<file path="src/rtl/sam_pkg.sv">
// shared constants of the reference alignment monitor
// assumes one 200 MHz converter clock and an 8-bit register port
package sam_pkg;

    // ------------------------------------------------------------
    // register port
    // ------------------------------------------------------------
    localparam int ADDR_W = 8;
    localparam int DATA_W = 8;

    // ------------------------------------------------------------
    // register offsets
    // ------------------------------------------------------------
    localparam logic [7:0] OFS_IRQ_ENABLE    = 8'h20;
    localparam logic [7:0] OFS_IRQ_STATUS0   = 8'h24;
    localparam logic [7:0] OFS_IRQ_STATUS3   = 8'h27;
    localparam logic [7:0] OFS_IRQ_MUX       = 8'h28;
    localparam logic [7:0] OFS_IRQ_MUX2      = 8'h2b;
    localparam logic [7:0] OFS_IRQ_SUMMARY   = 8'h2c;
    localparam logic [7:0] OFS_EDGE_SKIP     = 8'h36;
    localparam logic [7:0] OFS_JITTER_WINDOW = 8'h39;
    localparam logic [7:0] OFS_ALIGN_MODE    = 8'h3a;
    localparam logic [7:0] OFS_ROTATION      = 8'h3b;

    // ------------------------------------------------------------
    // field positions
    // ------------------------------------------------------------
    localparam int BIT_EN_PLL_LOCK  = 0;
    localparam int BIT_EN_JITTER    = 1;
    localparam int BIT_MUX_JITTER   = 4;
    localparam int BIT_PLL_LOCK_PIN_SELECT = 0;
    localparam int BIT_SUMMARY      = 0;
    localparam int BIT_ONESHOT      = 1;
    localparam int BIT_ROT_DONE     = 4;
    localparam int BIT_LOGIC_EN     = 7;
    localparam int STAT_PLL_LOCK    = 0;
    localparam int STAT_JITTER      = 8;
    localparam int STAT_W           = 32;
    localparam int WINDOW_W         = 7;
    localparam int MODE_W           = 2;

    // ------------------------------------------------------------
    // reset values
    // ------------------------------------------------------------
    localparam logic [7:0] RST_ROTATION  = 8'hb0;
    localparam logic [7:0] RST_EDGE_SKIP = 8'h00;

    // ------------------------------------------------------------
    // timing
    // ------------------------------------------------------------
    localparam int CLK_PERIOD_NS = 5;
    localparam int ROT_TIME_NS   = 20;
    localparam int ROT_CYCLES    = (ROT_TIME_NS + CLK_PERIOD_NS - 1) / CLK_PERIOD_NS;
    localparam int ROT_CNT_W     = 4;

    typedef enum logic [1:0] {
        SAM_MONITOR,
        SAM_SKIP,
        SAM_ROTATE
    } sam_state_t;

endpackage : sam_pkg

</file>
<file path="src/rtl/sam_top.sv">
// reference alignment monitor: edge skip, jitter window, one-shot rotation,
// interrupt latches with summary bit and two interrupt pins
// assumes sysref_in is asynchronous; pll_lock_event is a core_clk pulse
//
// Behaviour
// - enabled pll lock event goes to pin a when select is 0, pin b when 1
// - summary bit is the OR of all latched bits at 0x24 to 0x27
// - writing one to the summary bit clears all latched interrupt bits
// - pulse counting skips the programmed 8-bit number of rising edges first
// - a 7-bit jitter tolerance in converter clocks is held
// - monitor mode flags jitter and interrupts when an edge leaves the window
// - bit 1 of the alignment mode register enables one-shot rotation
// - one-shot aligns once on the first edge after the skipped ones then returns to monitor mode
// - read-only rotation complete flag reads one after reset
//
// The address-and-strobe port was left to the implementer.
`timescale 1ns/10ps
module sam_top
    import sam_pkg::*;
#(
    parameter int PHASE_W = 16
) (
    input  wire logic              core_clk,
    input  wire logic              arst_n,
    input  wire logic [ADDR_W-1:0] reg_addr,
    input  wire logic [DATA_W-1:0] reg_wdata,
    input  wire logic              reg_wr,
    input  wire logic              reg_rd,
    output logic      [DATA_W-1:0] reg_rdata,
    input  wire logic              sysref_in,
    input  wire logic              pll_lock_event,
    input  wire logic [STAT_W-1:0] other_irq_events,
    output logic                   interrupt_pin_a_n,
    output logic                   interrupt_pin_b_n,
    output logic                   align_rotate
);

    // ------------------------------------------------------------
    // state
    // ------------------------------------------------------------
    logic [2:0]           sync_q;
    logic                 ref_level,         next_ref_level;
    logic [7:0]           irq_enable,        next_irq_enable;
    logic [7:0]           irq_mux,           next_irq_mux;
    logic [7:0]           irq_mux2,          next_irq_mux2;
    logic [STAT_W-1:0]    irq_latch,         next_irq_latch;
    logic [7:0]           ignored_edge_count, next_ignored_edge_count;
    logic [WINDOW_W-1:0]  jitter_tolerance_value, next_jitter_tolerance_value;
    logic [MODE_W-1:0]    alignment_mode_control, next_alignment_mode_control;
    logic [7:0]           rotation_control,  next_rotation_control;
    logic                 rotation_done,     next_rotation_done;
    sam_state_t           state,             next_state;
    logic [7:0]           skip_left,         next_skip_left;
    logic [ROT_CNT_W-1:0] rot_cnt,           next_rot_cnt;
    logic [PHASE_W-1:0]   phase,             next_phase;
    logic [PHASE_W-1:0]   period,            next_period;
    logic                 period_valid,      next_period_valid;
    logic [DATA_W-1:0]    next_reg_rdata;
    logic                 next_pin_a_n;
    logic                 next_pin_b_n;
    logic                 next_align_rotate;

    logic                 ref_rise;
    logic                 jitter_event;
    logic [PHASE_W-1:0]   deviation;
    logic [STAT_W-1:0]    new_events;
    logic                 pll_to_a;
    logic                 pll_to_b;
    logic                 jit_to_a;
    logic                 jit_to_b;

    // ------------------------------------------------------------
    // decode helpers
    // ------------------------------------------------------------
    function automatic logic wr_hit(input logic [ADDR_W-1:0] ofs);
        wr_hit = reg_wr && (reg_addr == ofs);
    endfunction : wr_hit

    function automatic logic [DATA_W-1:0] status_byte(input logic [1:0] idx);
        status_byte = irq_latch[idx*8 +: 8];
    endfunction : status_byte

    // ------------------------------------------------------------
    // reference edge detect
    // ------------------------------------------------------------
    always_comb begin
        next_ref_level = ref_level;
        ref_rise       = 1'b0;
        if (sync_q[1] == sync_q[2]) begin
            next_ref_level = sync_q[2];
            ref_rise       = sync_q[2] && !ref_level;
        end
    end

    // ------------------------------------------------------------
    // alignment control
    // ------------------------------------------------------------
    always_comb begin
        next_state                  = state;
        next_skip_left              = skip_left;
        next_rot_cnt                = rot_cnt;
        next_rotation_done          = rotation_done;
        next_period                 = period;
        next_period_valid           = period_valid;
        next_align_rotate           = 1'b0;
        next_alignment_mode_control = alignment_mode_control;
        jitter_event                = 1'b0;
        deviation                   = '0;
        next_phase                  = (&phase) ? phase : phase + 1'b1;
        if (ref_rise) begin
            next_phase = '0;
        end
        if (wr_hit(OFS_ALIGN_MODE)) begin
            next_alignment_mode_control = reg_wdata[MODE_W-1:0];
        end
        unique case (state)
            SAM_MONITOR: begin
                if (ref_rise) begin
                    if (!period_valid) begin
                        next_period       = phase;
                        next_period_valid = 1'b1;
                    end else begin
                        deviation = (phase > period) ? phase - period : period - phase;
                        // edge outside the tolerance window
                        jitter_event = (deviation > PHASE_W'(jitter_tolerance_value));
                    end
                end
                if (alignment_mode_control[BIT_ONESHOT]) begin
                    next_skip_left = ignored_edge_count;
                    next_state     = SAM_SKIP;
                end
            end
            SAM_SKIP: begin
                if (!alignment_mode_control[BIT_ONESHOT]) begin
                    next_state = SAM_MONITOR;
                end else if (ref_rise && rotation_control[BIT_LOGIC_EN]) begin
                    if (skip_left != 8'h00) begin
                        next_skip_left = skip_left - 8'h01;
                    end else begin
                        // single rotation, then back to monitor
                        next_align_rotate = 1'b1;
                        next_rotation_done = 1'b0;
                        next_rot_cnt = ROT_CNT_W'(ROT_CYCLES - 1);
                        next_period_valid = 1'b0;
                        next_alignment_mode_control[BIT_ONESHOT] = 1'b0;
                        next_state = SAM_ROTATE;
                    end
                end
            end
            SAM_ROTATE: begin
                if (rot_cnt == '0) begin
                    next_rotation_done = 1'b1;
                    next_state         = SAM_MONITOR;
                end else begin
                    next_rot_cnt = rot_cnt - 1'b1;
                end
            end
            default: begin
                next_state = SAM_MONITOR;
            end
        endcase
    end

    // ------------------------------------------------------------
    // control registers and interrupt latches
    // ------------------------------------------------------------
    always_comb begin
        next_irq_enable             = irq_enable;
        next_irq_mux                = irq_mux;
        next_irq_mux2               = irq_mux2;
        next_ignored_edge_count     = ignored_edge_count;
        next_jitter_tolerance_value = jitter_tolerance_value;
        next_rotation_control       = rotation_control;
        if (wr_hit(OFS_IRQ_ENABLE))    next_irq_enable = reg_wdata;
        if (wr_hit(OFS_IRQ_MUX))       next_irq_mux = reg_wdata;
        if (wr_hit(OFS_IRQ_MUX2))      next_irq_mux2 = reg_wdata;
        if (wr_hit(OFS_EDGE_SKIP))     next_ignored_edge_count = reg_wdata;
        if (wr_hit(OFS_JITTER_WINDOW)) next_jitter_tolerance_value = reg_wdata[WINDOW_W-1:0];
        if (wr_hit(OFS_ROTATION))      next_rotation_control = reg_wdata;
        new_events = other_irq_events;
        new_events[STAT_PLL_LOCK] = other_irq_events[STAT_PLL_LOCK] | pll_lock_event;
        new_events[STAT_JITTER]   = other_irq_events[STAT_JITTER] | jitter_event;
        next_irq_latch = irq_latch;
        if (wr_hit(OFS_IRQ_SUMMARY) && reg_wdata[BIT_SUMMARY]) begin
            next_irq_latch = '0;
        end
        // a new event wins over a clear in the same cycle
        next_irq_latch = next_irq_latch | new_events;
    end

    // ------------------------------------------------------------
    // interrupt pin routing
    // ------------------------------------------------------------
    always_comb begin
        pll_to_a = irq_enable[BIT_EN_PLL_LOCK] && irq_latch[STAT_PLL_LOCK]
                   && !irq_mux2[BIT_PLL_LOCK_PIN_SELECT];
        pll_to_b = irq_enable[BIT_EN_PLL_LOCK] && irq_latch[STAT_PLL_LOCK]
                   && irq_mux2[BIT_PLL_LOCK_PIN_SELECT];
        jit_to_a = irq_enable[BIT_EN_JITTER] && irq_latch[STAT_JITTER]
                   && !irq_mux[BIT_MUX_JITTER];
        jit_to_b = irq_enable[BIT_EN_JITTER] && irq_latch[STAT_JITTER]
                   && irq_mux[BIT_MUX_JITTER];
        next_pin_a_n = !(pll_to_a || jit_to_a);
        next_pin_b_n = !(pll_to_b || jit_to_b);
    end

    // ------------------------------------------------------------
    // read data
    // ------------------------------------------------------------
    always_comb begin
        next_reg_rdata = '0;
        if (reg_rd) begin
            unique case (reg_addr)
                OFS_IRQ_ENABLE:    next_reg_rdata = irq_enable;
                OFS_IRQ_MUX:       next_reg_rdata = irq_mux;
                OFS_IRQ_MUX2:      next_reg_rdata = irq_mux2;
                OFS_IRQ_SUMMARY:   next_reg_rdata = {7'h00, |irq_latch};
                OFS_EDGE_SKIP:     next_reg_rdata = ignored_edge_count;
                OFS_JITTER_WINDOW: next_reg_rdata = {1'b0, jitter_tolerance_value};
                OFS_ALIGN_MODE: begin
                    next_reg_rdata = {6'h00, alignment_mode_control};
                    next_reg_rdata[BIT_ROT_DONE] = rotation_done;
                end
                OFS_ROTATION:      next_reg_rdata = rotation_control;
                default: begin
                    if (reg_addr >= OFS_IRQ_STATUS0 && reg_addr <= OFS_IRQ_STATUS3) begin
                        next_reg_rdata = status_byte(reg_addr[1:0]);
                    end
                end
            endcase
        end
    end

    // ------------------------------------------------------------
    // registers
    // ------------------------------------------------------------
    always_ff @(posedge core_clk or negedge arst_n) begin
        if (!arst_n) begin
            sync_q                 <= 3'h0;
            ref_level              <= 1'b0;
        end else begin
            sync_q                 <= {sync_q[1:0], sysref_in};
            ref_level              <= next_ref_level;
        end
    end

    always_ff @(posedge core_clk or negedge arst_n) begin
        if (!arst_n) begin
            alignment_mode_control <= '0;
            rotation_done          <= 1'b1;
            state                  <= SAM_MONITOR;
            skip_left              <= 8'h00;
            rot_cnt                <= '0;
            phase                  <= '0;
            period                 <= '0;
            period_valid           <= 1'b0;
            align_rotate           <= 1'b0;
        end else begin
            alignment_mode_control <= next_alignment_mode_control;
            rotation_done          <= next_rotation_done;
            state                  <= next_state;
            skip_left              <= next_skip_left;
            rot_cnt                <= next_rot_cnt;
            phase                  <= next_phase;
            period                 <= next_period;
            period_valid           <= next_period_valid;
            align_rotate           <= next_align_rotate;
        end
    end

    always_ff @(posedge core_clk or negedge arst_n) begin
        if (!arst_n) begin
            irq_enable             <= 8'h00;
            irq_mux                <= 8'h00;
            irq_mux2               <= 8'h00;
            irq_latch              <= '0;
            ignored_edge_count     <= RST_EDGE_SKIP;
            jitter_tolerance_value <= '0;
            rotation_control       <= RST_ROTATION;
        end else begin
            irq_enable             <= next_irq_enable;
            irq_mux                <= next_irq_mux;
            irq_mux2               <= next_irq_mux2;
            irq_latch              <= next_irq_latch;
            ignored_edge_count     <= next_ignored_edge_count;
            jitter_tolerance_value <= next_jitter_tolerance_value;
            rotation_control       <= next_rotation_control;
        end
    end

    always_ff @(posedge core_clk or negedge arst_n) begin
        if (!arst_n) begin
            interrupt_pin_a_n      <= 1'b1;
            interrupt_pin_b_n      <= 1'b1;
        end else begin
            interrupt_pin_a_n      <= next_pin_a_n;
            interrupt_pin_b_n      <= next_pin_b_n;
        end
    end

    always_ff @(posedge core_clk or negedge arst_n) begin
        if (!arst_n) begin
            reg_rdata              <= '0;
        end else begin
            reg_rdata              <= next_reg_rdata;
        end
    end

endmodule : sam_top

</file>
<file path="config.mk">
export PLATFORM = sky130hd
export DESIGN_NAME = sam_top
export DESIGN_NICKNAME = d
export VERILOG_FILES = /design/src/rtl/sam_pkg.sv /design/src/rtl/sam_top.sv
export SDC_FILE = /design/constraint.sdc
export NUM_CORES = 1
export LEC_CHECK = 0
export ABC_CLOCK_PERIOD_IN_PS = 4800
export CORE_AREA = 8 8 137 139
export DETAILED_ROUTE_END_ITERATION = 10
export DIE_AREA = 0 0 145 147
export DONT_BUFFER_PORTS = 1
export GPL_TIMING_DRIVEN = 1
export REMOVE_ABC_BUFFERS = 1
export SLEW_MARGIN = 20
export SYNTH_ARGS = -nofsm -noshare
export SYNTH_HDL_FRONTEND = slang
export SYNTH_SLANG_ARGS = --single-unit
export TNS_END_PERCENT = 30
</file>
<file path="constraint.sdc">
create_clock -name core_clk -period 4.8 [get_ports core_clk]
set_input_delay 0.48 -clock core_clk [delete_from_list [all_inputs] [get_ports core_clk]]
set_output_delay 0.48 -clock core_clk [all_outputs]
set_load 0.03 [all_outputs]
</file>
==> results.ini <==
[synthesis]
post_synth.cell_area_avg_um2 = 10.1
synth_seq_area_share = 0.444
yosys-top-cells-count = dfrtp_1, nand2_1, inv_1
async_flop_share = 1.00
synth-edff-count = 0
synth.area.top_cells = dfrtp_1, mux2_2, ha_1
netlist_instances = 803
ys.flop_type = dfrtp_1
synth_compound_area_frac = 0.183
synth_fa_ha_area_frac = 0.0707
synth.most_common_cell = dfrtp_1
synth.distinct_cells = 70
post-synth-top-area-cell = dfrtp_1
yosysWarnings = 0
syn_area_mm2 = 0.00814
synth_simple_gate_area_frac = 0.142
synthMuxAreaShare = 0.0937
synth_top_family_by_area = compound AO/OA/AOI/OAI gates
ys_ff_latch = 144
synth_top_area_share = 0.424
synth-xor-area-share = 0.0215

[sta]
min_period_ps = 4280
drv_slew = 0
fin_tns_setup_ps = 0
worst_pin_slew_ps = 772
fmax_mhz = 233
rsz0062_at_grt = no
setup_viol = 0
timing.final.crit_share = 0.892
hold_viol = 0
fin_hold_ws_ps = 38.5
skew_ps = 9.42
maxSlewHeadroom = 0.482

[floorplan]
die_y_um = 147
coreArea_mm2 = 0.0168
rows = 48
die_area_mm2 = 0.0213
ioPinCount = 65
initial_core_util = 0.486
dieWidth_um = 145

[route]
firstDrtPassIters = 5
antenna_left = 0
wl_per_cell_um = 19.9
drc_errors = 0
via_count = 6237
vias_per_cell = 5.98
totalWireLength_um = 20700
drt_iter0_markers = 521

[cts]
clkTransAtPathRegs_ps = 70
cts_sinks = 144
numCtsBuffers = 17
post_cts_buffers = 0
cts-htree-levels = 4
clkLatencyLatePin_ps = 420
clockBufferDepth = 2
cts_root_buffer = clkbuf_16
cts_tree = done

[global_routing]
track_usage = 0.199
grt_pass1_vias = 6211
grt_start_max_net_pins = 145
antenna_found_initial = 1
grt_remaining_overflow = 0
grt_pass1_wl_um = 34100

[cells_and_area]
drive_gt1_frac = 0.142
layout.cells.non_filler = 1043
seqCellArea_mm2 = 0.00361
antenna_cells = 0
n_fill_cell = 1469
syn_to_final_growth_pct = 10.4
multi_input_area_mm2 = 0.00416
final_area_mm2 = 0.00898
final_nets = 903

[worst_setup_path]
cp_data_required_time_ps = 5090
start_kind = flip-flop
cp.arrival_ps = 4570
worstSetupPathType = reg -> reg
end_kind = flip-flop
cp_max_fo = 8

[placed_design]
place_congestion = 0.898
hpwl_um = 15200
io_buffers = 0
dp_cells = 1010
dpl-instance-area_mm2 = 0.00835

[pwr]
p_leak_nw = 3.84
ir_worst_vdd_mv = 0.344
p_per_area_mw_per_mm2 = 501
power_w = 0.00450

[run_status]
outcome = finished, final reports clean

[worst_hold_path]
hold_path.class = in -> async

[job]
cap_violations = 0

path summary, 6_finish.rpt:
| kind | start | endpoint | slack (ps) | cells after the start |
|---|---|---|---|---|
| hold reg to reg | sync_q[0] | sync_q[1] | 360 | 0 |
| min in group core_clk | sysref_in | sync_q[0] | 90 | 0 |
| hold / removal | arst_n | skip_left[5] | 40 | 1 |
| setup / recovery | phase[3] | irq_latch[8] | 520 | 17 |
| max in group asynchronous | arst_n | phase[0] | 4210 | 1 |
| setup reg to reg | phase[3] | irq_latch[8] | 520 | 17 |
report_power, final:
part / switching [W] / internal, W
clock network: 0.000570 / 0.000788
registers: 0.0000770 / 0.00128
logic: 0.00102 / 0.000761
total: 0.00167 / 0.00283
kinds of logic after synthesis:
kind of cell / count (synthesis)
simple gates: 231
buf+inv: 87
fa+ha+maj: 45
mux: 60
xor+xnor: 20
compound gates: 216
flops: 144
area by class of cell:
type                    count  share of cell area
multi-input cells         572               0.463
flip-flops and latches    144               0.402
clock buffers              18              0.0478
well taps                 225              0.0313
inverters                  59              0.0247
clock inverters            14              0.0196
repair buffers             11              0.0114
flip-flops by register name, indices dropped and copies added, names as in the netlist, 3 cells and up:
name                    flops
sync_q                      3
irq_mux                     8
irq_enable                  8
reg_rdata                   8
rot_cnt                     4
period                     16
ignored_edge_count          8
jitter_tolerance_value      7
irq_latch                  32
phase                      16
skip_left                   8
irq_mux2                    8
rotation_control            8
critical path, cell delays in order (launching register included):
cell and delay, ps:
dfrtp_1 480, inv_1 80, ha_1 450, o211ai_2 130
o21a_1 230, or4_4 570, a21oi_1 400, a21oi_1 120
a221oi_1 300, xnor2_1 160, ha_1 260, nor2b_1 130
o21ai_0 140, o211ai_1 110, a21oi_1 140, o21ai_0 90
a221oi_1 250, a21oi_1 100
cells in the final DEF (no fill, tap or decap), drive strengths merged, types with 5 or more instances in the layout:
cell	instances
dfrtp	138
nand2	73
inv	66
mux2	49
a21o	44
a21oi	43
ha	42
nor2	40
o21ai	39
nand3	24
clkbuf	18
nand4	17
xnor2	16
nor3	15
nor2b	14
a31oi	13
nor4	11
buf	11
a221oi	10
o211ai	10
and3	9
mux4	8
nand2b	7
a222oi	7
a211oi	7
dfstp	6
or4	5
what timing repair did:
action	4_1_cts	5_1_grt
hold endpoints to repair	144	0
hold buffers	1	0
gates resized for setup	0	0
setup endpoints to repair	0	0
metal layers:
metal | part of all wire | routed length, µm | track usage
met1 | 0.48 | 9870 | 0.279
met2 | 0.45 | 9310 | 0.298
met3 | 0.061 | 1260 | 0.0523
met4 | 0.013 | 265 | 0.0542
met5 | 0.00058 | 12 | 0
stage by stage:
step | utilization | setup slack (ps)
floorplan | - | 721
global placement | 0.498 | 640
finish | 0.536 | 517
global route | 0.536 | 99.4
detailed placement | 0.498 | 546
CTS | 0.536 | 514
Power figures use the tool's default switching activity.
